==> config.mk <==
export PLATFORM = sky130hd
export DESIGN_NAME = rss_reset_startup_sequencer
export DESIGN_NICKNAME = d
export VERILOG_FILES = /design/src/design/rss_edge_counter.v /design/src/design/rss_reset_startup_sequencer.v
export VERILOG_INCLUDE_DIRS = /design/src /design/src/design
export SDC_FILE = /design/constraint.sdc
export NUM_CORES = 1
export LEC_CHECK = 0
export BUFFER_PORTS_ARGS = -buffer_cell sky130_fd_sc_hd__buf_2
export CAP_MARGIN = 5
export CORE_ASPECT_RATIO = 2
export CORE_MARGIN = 8
export CORE_UTILIZATION = 24
export CTS_CLUSTER_DIAMETER = 200
export DETAILED_ROUTE_END_ITERATION = 8
export PLACE_DENSITY_LB_ADDON = 0.05
export REMOVE_ABC_BUFFERS = 1
export SETUP_SLACK_MARGIN = 0.2
export SLEW_MARGIN = 20
export SYNTH_ARGS = -nofsm -noshare
export SYNTH_HDL_FRONTEND = slang
export SYNTH_SLANG_ARGS = --single-unit
==> constraint.sdc <==
create_clock -name clk -period 3.34 [get_ports clk]
set_input_delay 0.334 -clock clk [delete_from_list [all_inputs] [get_ports clk]]
set_output_delay 0.334 -clock clk [all_outputs]
set_load 0.05 [all_outputs]
==> src/design/rss_defines.vh <==
`ifndef RSS_DEFINES_VH
`define RSS_DEFINES_VH

// Power-up delay, nominal, in ms
`define RSS_PWRUP_DELAY_MS 72
// Internal RC clock for the delay timer, in Hz
`define RSS_RC_CLK_HZ 40000
// Delay in RC cycles: ms * Hz / 1000
`define RSS_PWRUP_RC_CYCLES (`RSS_PWRUP_DELAY_MS * `RSS_RC_CLK_HZ / 1000)
// Brown-out minimum duration, in RC cycles
`define RSS_BROWNOUT_MIN_RC_CYCLES 4
// Oscillator start-up count, in oscillator input cycles
`define RSS_OSC_STARTUP_CYCLES 1024
// Oscillator mode codes
`define RSS_MODE_LP 2'h0
`define RSS_MODE_XT 2'h1
`define RSS_MODE_HS 2'h2
`define RSS_MODE_RC 2'h3

`endif

==> src/design/rss_edge_counter.v <==
`timescale 1ns/100ps
module rss_edge_counter #(
    parameter WIDTH = 12
) (
    input wire clk,
    input wire rst_n,
    input wire clear,
    input wire tick,
    input wire [WIDTH-1:0] limit,
    output reg done
);
    reg [WIDTH-1:0] count;

    // Counts clock cycles with tick high while not cleared; done holds once limit reached
    always @(posedge clk or negedge rst_n)
    begin
        if (!rst_n)
        begin
            count <= {WIDTH{1'b0}};
            done <= 1'b0;
        end
        else if (clear)
        begin
            count <= {WIDTH{1'b0}};
            done <= 1'b0;
        end
        else if (!done && tick)
        begin
            if (count == limit - {{(WIDTH-1){1'b0}}, 1'b1})
                done <= 1'b1;
            count <= count + {{(WIDTH-1){1'b0}}, 1'b1};
        end
    end
endmodule

==> src/design/rss_reset_startup_sequencer.v <==
// Contract
// Core stays in reset while power-on detect reports supply too low; code does so only until the detect's first rise after rst_n.
// Power-on path resets only on supply rise, never on supply fall.
// System holds device in reset until operating conditions are met.
// Power-up delay runs only after power-on or brown-out; core held. Code also runs it after other_reset.
// Power-up delay counts the internal RC clock, not the oscillator.
// Delay disable bit set skips delay; cleared enables it.
// Configure power-up delay enabled whenever brown-out reset enabled.
// After the delay, count 1024 oscillator input cycles before release.
// Start-up count only in crystal modes, after power-on or wake-up.
// Brown-out enable bit set enables brown-out reset; cleared disables.
// Brown-out resets only when supply low longer than minimum duration; code qualifies at once while the delay runs.
// After any reset, wait for supply above threshold, then run delay.
// Supply dip during delay re-enters brown-out and restarts delay.
// Release only with no source and enabled timers done, in order.
// Delay and brown-out duration are parameters in RC clock cycles.
`timescale 1ns/100ps
`include "rss_defines.vh"
module rss_reset_startup_sequencer #(
    parameter PWRUP_RC_CYCLES = `RSS_PWRUP_RC_CYCLES,
    parameter BROWNOUT_MIN_RC_CYCLES = `RSS_BROWNOUT_MIN_RC_CYCLES,
    parameter OSC_STARTUP_CYCLES = `RSS_OSC_STARTUP_CYCLES
) (
    input wire clk,
    input wire rst_n,
    input wire supply_ok,
    input wire brownout_low,
    input wire other_reset,
    input wire wake_from_sleep,
    input wire rc_clk_in,
    input wire oscillator_input_pin,
    input wire powerup_delay_disable_bit,
    input wire brownout_enable_bit,
    input wire [1:0] osc_mode,
    output reg core_reset,
    output reg brownout_reset_flag,
    output reg [2:0] seq_state
);
    localparam ST_HOLD = 3'h0;
    localparam ST_POWERUP_DELAY_TIMER = 3'h1;
    localparam ST_OST = 3'h2;
    localparam ST_RUN = 3'h3;
    localparam ST_SLEEPWAKE = 3'h4;
    localparam CW = 24;
    localparam OW = 12;
    localparam [CW-1:0] PWRUP_LIM = PWRUP_RC_CYCLES[CW-1:0];
    localparam [CW-1:0] BOR_LIM = BROWNOUT_MIN_RC_CYCLES[CW-1:0];
    localparam [OW-1:0] OST_LIM = OSC_STARTUP_CYCLES[OW-1:0];

    // Two-flop synchronisers for all asynchronous pins
    reg [1:0] s_sup, s_bo, s_oth, s_wake, s_rc, s_osc;
    reg rc_q, osc_q;
    reg [CW-1:0] pwrup_cnt;
    reg [CW-1:0] bor_cnt;
    reg bor_qualified;
    reg sup_prev;
    reg por_armed;
    reg ost_pending;
    reg [2:0] next_state;

    always @(posedge clk or negedge rst_n)
    begin
        if (!rst_n)
        begin
            s_sup <= 2'h0;
            s_bo <= 2'h0;
            s_oth <= 2'h0;
            s_wake <= 2'h0;
            s_rc <= 2'h0;
            s_osc <= 2'h0;
            rc_q <= 1'b0;
            osc_q <= 1'b0;
        end
        else
        begin
            s_sup <= {s_sup[0], supply_ok};
            s_bo <= {s_bo[0], brownout_low};
            s_oth <= {s_oth[0], other_reset};
            s_wake <= {s_wake[0], wake_from_sleep};
            s_rc <= {s_rc[0], rc_clk_in};
            s_osc <= {s_osc[0], oscillator_input_pin};
            rc_q <= s_rc[1];
            osc_q <= s_osc[1];
        end
    end

    wire sup_ok = s_sup[1];
    wire bo_low = s_bo[1] & brownout_enable_bit;
    wire rc_tick = s_rc[1] & ~rc_q;
    wire osc_tick = s_osc[1] & ~osc_q;
    wire crystal = (osc_mode == `RSS_MODE_LP) | (osc_mode == `RSS_MODE_XT)
        | (osc_mode == `RSS_MODE_HS);
    // Power-on event is a rise of the detect; a fall alone starts nothing
    // Detect only acts until its first rise after rst_n
    wire por_rise = sup_ok & ~sup_prev & por_armed;
    wire hold_src = (~sup_ok & por_armed) | bor_qualified | s_oth[1];
    wire ost_done;

    // Start-up count due only in crystal modes with a pending request
    wire ost_needed = (ost_pending | por_rise) & crystal;
    wire ost_clear = (seq_state != ST_OST);

    // Brown-out qualifier: low must persist for the minimum RC cycles, except in the delay state
    always @(posedge clk or negedge rst_n)
    begin
        if (!rst_n)
        begin
            bor_cnt <= {CW{1'b0}};
            bor_qualified <= 1'b0;
            sup_prev <= 1'b0;
            por_armed <= 1'b1;
        end
        else
        begin
            sup_prev <= sup_ok;
            if (por_rise)
                por_armed <= 1'b0;
            if (!bo_low)
            begin
                bor_cnt <= {CW{1'b0}};
                bor_qualified <= 1'b0;
            end
            else if (seq_state == ST_POWERUP_DELAY_TIMER)
                bor_qualified <= 1'b1;
            else if (rc_tick && !bor_qualified)
            begin
                if (bor_cnt >= BOR_LIM - 24'h000001)
                    bor_qualified <= 1'b1;
                bor_cnt <= bor_cnt + 24'h000001;
            end
        end
    end

    // Skipped timers leave no trace in the state sequence
    always @*
    begin
        next_state = seq_state;
        case (seq_state)
            ST_HOLD:
                if (!hold_src)
                begin
                    if (!powerup_delay_disable_bit)
                        next_state = ST_POWERUP_DELAY_TIMER;
                    else if (ost_needed)
                        next_state = ST_OST;
                    else
                        next_state = ST_RUN;
                end
            ST_POWERUP_DELAY_TIMER:
                if (hold_src)
                    next_state = ST_HOLD;
                else if (pwrup_cnt >= PWRUP_LIM)
                begin
                    if (ost_needed)
                        next_state = ST_OST;
                    else
                        next_state = ST_RUN;
                end
            ST_OST:
                if (hold_src)
                    next_state = ST_HOLD;
                else if (!ost_needed || ost_done)
                    next_state = ST_RUN;
            ST_RUN:
                if (hold_src)
                    next_state = ST_HOLD;
                else if (s_wake[1])
                    next_state = ST_SLEEPWAKE;
            ST_SLEEPWAKE:
                if (hold_src)
                    next_state = ST_HOLD;
                else if (ost_needed)
                    next_state = ST_OST;
                else
                    next_state = ST_RUN;
            default:
                next_state = ST_HOLD;
        endcase
    end

    always @(posedge clk or negedge rst_n)
    begin
        if (!rst_n)
        begin
            seq_state <= ST_HOLD;
            pwrup_cnt <= {CW{1'b0}};
            ost_pending <= 1'b1;
            core_reset <= 1'b1;
            brownout_reset_flag <= 1'b0;
        end
        else
        begin
            seq_state <= next_state;
            // Delay restarts from zero whenever not running
            if (seq_state != ST_POWERUP_DELAY_TIMER || hold_src)
                pwrup_cnt <= {CW{1'b0}};
            else if (rc_tick)
                pwrup_cnt <= pwrup_cnt + 24'h000001;
            // Pending count survives brown-out resets until the core runs
            if (por_rise || next_state == ST_SLEEPWAKE)
                ost_pending <= 1'b1;
            else if (seq_state == ST_RUN)
                ost_pending <= 1'b0;
            if (bor_qualified)
                brownout_reset_flag <= 1'b1;
            else if (seq_state == ST_RUN)
                brownout_reset_flag <= 1'b0;
            // Taken from next state so release lines up with run
            core_reset <= (next_state != ST_RUN);
        end
    end

    rss_edge_counter #(
        .WIDTH(OW)
    ) u_osc_startup_timer (
        .clk(clk),
        .rst_n(rst_n),
        .clear(ost_clear),
        .tick(osc_tick),
        .limit(OST_LIM),
        .done(ost_done)
    );
endmodule

* Word level (Yosys, flattened, before mapping)
Index checks and enable logic that the tools add are counted.
** Word-level totals
- Register bits :: 84
- Logic and storage cells :: 101
- Output and inout port bits :: 5
- Input bits :: 12
** Cells by class
- Bitwise operators :: 16
- Multiplexer cells :: 28
- Reduce and logical (&&, ||, !) cells :: 18
- $add $sub $neg :: 3
- Equality and inequality tests :: 15
- Magnitude comparators :: 2
** Operator list (count)
- 24-bit two-way mux :: 5
- 24-bit by 1-bit adder with 24-bit output (second input constant) :: 2
- 24-bit by 12-bit greater-or-equal comparator with 1-bit output (second input constant) :: 1
- 24-bit by 2-bit greater-or-equal comparator with 1-bit output (second input constant) :: 1
- 12-bit two-way mux :: 2
- 3-bit two-way mux :: 8
- 3-bit case mux with 5 select lines :: 1
- 12-bit by 1-bit adder with 12-bit output (second input constant) :: 1
- 12-bit by 10-bit equality test with 1-bit output (second input constant) :: 1
- 1-bit two-way mux :: 11
- 2-bit nonzero test :: 5
- 3-bit by 1-bit inequality test with 1-bit output (second input constant) :: 3
- 1-bit AND :: 7
- 3-bit by 2-bit equality test with 1-bit output (second input constant) :: 2
- 3-bit equality test (second input constant) :: 2
- 3-bit by 2-bit inequality test with 1-bit output (second input constant) :: 2
- 2-bit AND reduction :: 3
- 1-bit OR :: 5
- 1-bit inverter :: 4
- 3-bit by 1-bit equality test with 1-bit output (second input constant) :: 1
- 1-bit zero test :: 3
- 3-bit zero test :: 1
- 1-bit logical OR :: 3
- 2-bit by 1-bit equality test with 1-bit output (second input constant) :: 1
- other kinds (6) :: 7

* Logic depth before layout (Yosys ltp)
- Word-level depth :: 13
- Mapped depth :: 7
- Mapped depth without buffers :: 6

* Cells and area by module
From an unflattened synthesis, not the netlist that was laid out.
** Unflattened totals
- Cells, all modules :: 454
- Area total of the unflattened synthesis :: 4444.3 um^2
** By module, submodules not included
- rss_reset_startup_sequencer :: area an instance 3305.7 um^2, cells each 320, sequential area each 1780.5 um^2, times used 1
- rss_edge_counter :: area an instance 1138.6 um^2, cells each 134, sequential area each 325.3 um^2, times used 1

* Least setup slack after synthesis
No wires, ideal clock.
- Path type :: flip-flop to flip-flop
- From :: register seq_state[0]
- To :: register bor_cnt[23]
- Arrival :: 1.944 ns
- Setup slack :: 1.317 ns
- Buffers on the path :: 1
- Period minus slack after synthesis :: 2.023 ns
- Setup time :: 0.079 ns
- Required time :: 3.261 ns
- Stages on the path, launching flop included :: 7
- Path through :: dfrtp_1 -> buf_6 -> or3b_4 -> a31oi_4 -> nor4_4 -> a31o_1 -> a21oi_1
** Between the ends
- Cells in the longest elaborated chain, start to end :: 3
** Ends and longest elaborated chain
- start: declaration :: RTL line rss_reset_startup_sequencer.v:37 : output reg [2:0] seq_state
- start signal: assignment :: RTL line rss_reset_startup_sequencer.v:193 : seq_state <= next_state;
- 3-bit by 1-bit equality test with 1-bit output :: RTL line rss_reset_startup_sequencer.v:123 : else if (seq_state == ST_POWERUP_DELAY_TIMER)
- 2-bit inequality test (no source line)
- 2-bit AND reduction (no source line)
- end signal: assignment :: RTL line rss_reset_startup_sequencer.v:108 : bor_cnt <= {CW{1'b0}};
- end signal: assignment :: RTL line rss_reset_startup_sequencer.v:120 : bor_cnt <= {CW{1'b0}};
- end signal: assignment :: RTL line rss_reset_startup_sequencer.v:129 : bor_cnt <= bor_cnt + 24'h000001;
- end: declaration :: RTL line rss_reset_startup_sequencer.v:54 : reg [CW-1:0] bor_cnt;
Every way passes these cells.
A chain may end at the register's enable or synchronous reset.

* Worst setup path after layout
- From :: register bor_cnt[1]
- To :: register bor_cnt[22]
** Between the ends
- Cells in the longest elaborated chain, start to end :: 4
** Ends and longest elaborated chain
- 24-bit by 1-bit adder with 24-bit output :: RTL line rss_reset_startup_sequencer.v:129
- 24-bit two-way mux :: RTL line rss_reset_startup_sequencer.v:125 : else if (rc_tick && !bor_qualified)
- 24-bit two-way mux :: RTL line rss_reset_startup_sequencer.v:123
- 24-bit two-way mux :: RTL line rss_reset_startup_sequencer.v:118 : if (!bo_low)
Every way passes these cells. The select of a mux whose other input is x is not followed.

==> qor_table.md <==
| Step | Metric | This run |
|---|---|---|
| synthesis | Synthesized area per cell | 10.3 sq um |
| global routing | Vias in the first global route | 2919 |
| synthesis | Syn Inst Count | 391 |
| layout | Area growth from synthesis to final layout | 15.6% |
| layout | Final #Nets | 429 |
| floorplan | Die boundary height | 199 microns |
| worst setup path | CP bufs+invs | 0 |
| timing | Final critical-path setup slack | 1320 ps |
| detailed routing | Detailed-route via count | 2840 |
| detailed routing | Drt first-iter violations | 127 |
| synthesis | Number of enable-type register cells in the synthesized netlist | 0 |
| timing | Crit path time final | 2020 ps |
| place | Worst setup slack before clock tree synthesis | 1300 ps |
| synthesis | Prevailing post-synth register cell | dfrtp_1 |
| power and ir drop | Leakage power | 1.84 nW |
| worst setup path | Worst Path Class, Setup | reg2reg |
| worst setup path | Largest stage delay, worst path | 450 ps |
| worst setup path | Slowest library cell on the worst path | or3_4 |
| synthesis | Dominant combinational cell family by area after synthesis | simple AND/OR/NAND/NOR gates |
| global routing | Largest net degree at the start of global routing | 53 |
| global routing | Global-route total usage across every layer | 8.92% |
| clock network | Clock buffer depth | 2 |
| place | HPWL after detailed placement | 6080 microns |
| place | Port Buffers | 16 |
| floorplan | Row cnt | 67 |
| status | Run status | finished clean |
| worst hold path | Worst min-delay path class | in2async |
| floorplan | Placeable Area | 0.0166 sq mm |
| synthesis | Multiplexer share of the synthesized area | 0.249% |
| synthesis | Most common cell in the netlist | dfrtp_1 |
| synthesis | Fraction of the mapped netlist area in adder cells | 1.25% |
| floorplan | Die area | 0.0214 sq mm |
| clock network | Count of buffers added by post-CTS timing repair for setup | 0 |
| clock network | CTS tree | done |
| synthesis | Area fraction in and, or, nand and nor cells after synthesis | 27.2% |
| layout | Number of antenna repair diodes | 0 |
| clock network | Number of buffers added to fix hold violations after cts | 0 |
| timing | RSZ-0062 raised after global routing | false |
| synthesis | Post-synth top area share | 50.5% |
| worst setup path | Crit. End Element | register |
| global routing | Global-route wire length before repair | 15100 microns |
| timing | Fin Setup TNS | 0 ps |
| worst setup path | Highest net fanout along the worst path | 6 |
| layout | Share of post-route cells with drive strength above 1 | 12.2% |
| layout | Core utilization of the finished layout | 28.0% |
| synthesis | List of most frequent post-synthesis cells | dfrtp_1 (81), nor2_1 (66), nand2_1 (31) |
| power and ir drop | Ratio of total power to cell area | 521 mW/mm^2 |
| flow run | Maximum capacitance violations | 0 |
| worst setup path | Dominant delay contributor by cell family on the critical path | simple AND/OR/NAND/NOR gates |
| worst setup path | Data arrival time of the worst path | 2230 ps |
| timing | Endpoints failing hold | 0 |
| timing | Count of pins over their slew limit | 0 |
| synthesis | Ranking of synthesized cells by area | dfrtp_1 (50%), xor2_1 (6.3%), nor2_1 (6.2%) |
| timing | Endpoints failing setup | 0 |
| clock network | CTS buffer count | 9 |
| clock network | Clock insertion delay at the later pin of the skew report | 340 ps |
| clock network | Number of clock sinks | 84 |
| timing | Tcrit/Tclk final | 60.4% |
| timing | Maximum frequency from static timing analysis | 495 MHz |
| detailed routing | Drt drc | 0 |
| worst setup path | Worst EP required | 3550 ps |
| synthesis | Post-Synthesis Cell Area | 0.00402 sq mm |
| clock network | Clock-pin slew on the worst setup and hold paths | 60 ps |
| place | Final weighted congestion of routability-driven global placement | 0.750 |
| worst setup path | CP Launch Type | register |
| global routing | Grt total ovfl | 0 |
| layout | Non-Filler Instances | 625 |
| synthesis | Sequential share of the synthesized area | 52.4% |
| detailed routing | Number of search-and-repair iterations in the first detailed-routing pass | 4 |
| synthesis | Area leader, netlist | dfrtp_1 |
| timing | Slew of the pin with the lowest slew margin | 920 ps |
| timing | Worst slew slack as a fraction of its limit | 38.6% |
| detailed routing | Average routed wire per standard cell | 14.3 microns |
| global routing | Antenna violations before repair | 0 |
| floorplan | Num ports | 17 |
| synthesis | Async set or reset register ratio after synthesis | 100% |
| clock network | Max H-tree Level | 3 |
| synthesis | Register bit count reported by yosys | 84 |
| synthesis | Synthesized-area fraction occupied by ao, oa, aoi and oai cells | 5.26% |
| detailed routing | Avg Vias per Cell | 4.54 |
| synthesis | Number of distinct library cells after synthesis | 48 |
| synthesis | Synthesis Warnings | 0 |
| detailed routing | Sum of routed wire length over all layers | 8920 microns |
| detailed routing | ANT nets after route | 0 |
| floorplan | Starting utilization of the core area | 24.2% |
| worst setup path | Cells along the critical path | ha_1 -> nand3_1 -> or3_4 -> nor4b_2 -> xnor2_1 -> nor2_1 |
| timing | Layout Skew | 8.66 ps |
| clock network | Clock tree root driver cell | clkbuf_16 |
| power and ir drop | Worst voltage drop across the vdd grid | 0.187 mV |
| floorplan | Die boundary width | 107 microns |
| clock network | Post-CTS sizing | 0 |
| place | Number of instances in the placed design | 609 |
| synthesis | Xor and xnor fraction of the mapped netlist area | 11.6% |
==> layer usage <==
layer	part of all wire [%]	track usage, %	wire length [microns]	vias up
met5	0	0	0	-
li1	-	-	-	1403
met4	2.1	4.66	187	0
met3	2.9	1.82	261	10
met2	47	13.9	4150	34
met1	48	11.2	4320	1393
==> sequential cells by signal, summed over array words and instances (netlist names), 3 cells and up <==
| signal | flops |
|---|---|
| u_osc_startup_timer.count | 12 |
| bor_cnt | 24 |
| pwrup_cnt | 24 |
| seq_state | 3 |
==> cells in the final DEF (no fill, tap or decap), types with 3 or more instances in the layout <==
cell type,count
ha_1,4
clkbuf_1,3
nor4_1,10
o21ai_0,6
nor3_1,11
and4_1,8
nor4_2,5
and3_1,11
nor3b_2,3
xnor2_1,24
nand4_1,16
nand3_1,19
inv_1,10
and2_1,4
clkbuf_16,9
buf_2,15
dfrtp_1,81
nor2b_1,3
xor2_1,29
nand2_1,31
a21oi_1,7
dfstp_2,3
nor2_1,66
buf_4,6
==> stage by stage <==
stage	hold WS (ps)	total power, W	area (sq um)
CTS	65.0	0.00247	4650
global placement	337	0.00143	4350
global route	80.1	0.00253	4650
floorplan	38.4	0.00131	3970
detailed placement	335	0.00143	4350
finish	30.5	0.00242	4650
==> worst reg2reg max path, delay by kind of cell, from the launching register on <==
family,cells,cell delay (ps)
xor+xnor,1,150
simple gates,4,1020
fa+ha+maj,1,280
flops,1,440
==> path summary, 6_finish.rpt <==
kind / startpoint / endpoint / slack [ps] / depth (start not counted)
max: bor_cnt[1] / bor_cnt[22] / 1320 / 6
min: rst_n / u_osc_startup_timer.count[2] / 30 / 1
max reg2reg: bor_cnt[1] / bor_cnt[22] / 1320 / 6
min reg2reg: s_rc[0] / s_rc[1] / 350 / 0
max in group asynchronous: rst_n / bor_cnt[16] / 2570 / 2
min in group clk: rc_clk_in / s_rc[0] / 100 / 1
==> kinds of logic after synthesis <==
group | count (synthesis)
muxes | 1
AOI/OAI and AO/OA | 29
DFF | 84
buffers and inverters | 20
xor gates and xnor gates | 53
adders and majority gates | 4
and+or+nand+nor | 200
==> area by class of cell <==
type / instances / area (sq um)
Clock buffer: 13 / 250
Fill cell: 1767 / 12000
Timing Repair Buffer: 21 / 120
Inverter: 10 / 37.5
Multi-Input combinational cell: 287 / 1830
Tap cell: 207 / 259
Clock inverter: 3 / 46.3
Sequential cell: 84 / 2110
==> power by group <==
| part | switching [W] | total [W] | internal [W] | leakage [nW] |
|---|---|---|---|---|
| sequential | 0.0000356 | 0.00110 | 0.00106 | 1.12 |
| combinational | 0.000224 | 0.000309 | 0.0000852 | 0.581 |
| clock | 0.000413 | 0.00102 | 0.000603 | 0.140 |
| total | 0.000672 | 0.00242 | 0.00175 | 1.84 |
Note: power is estimated with default switching activity, not from simulation.
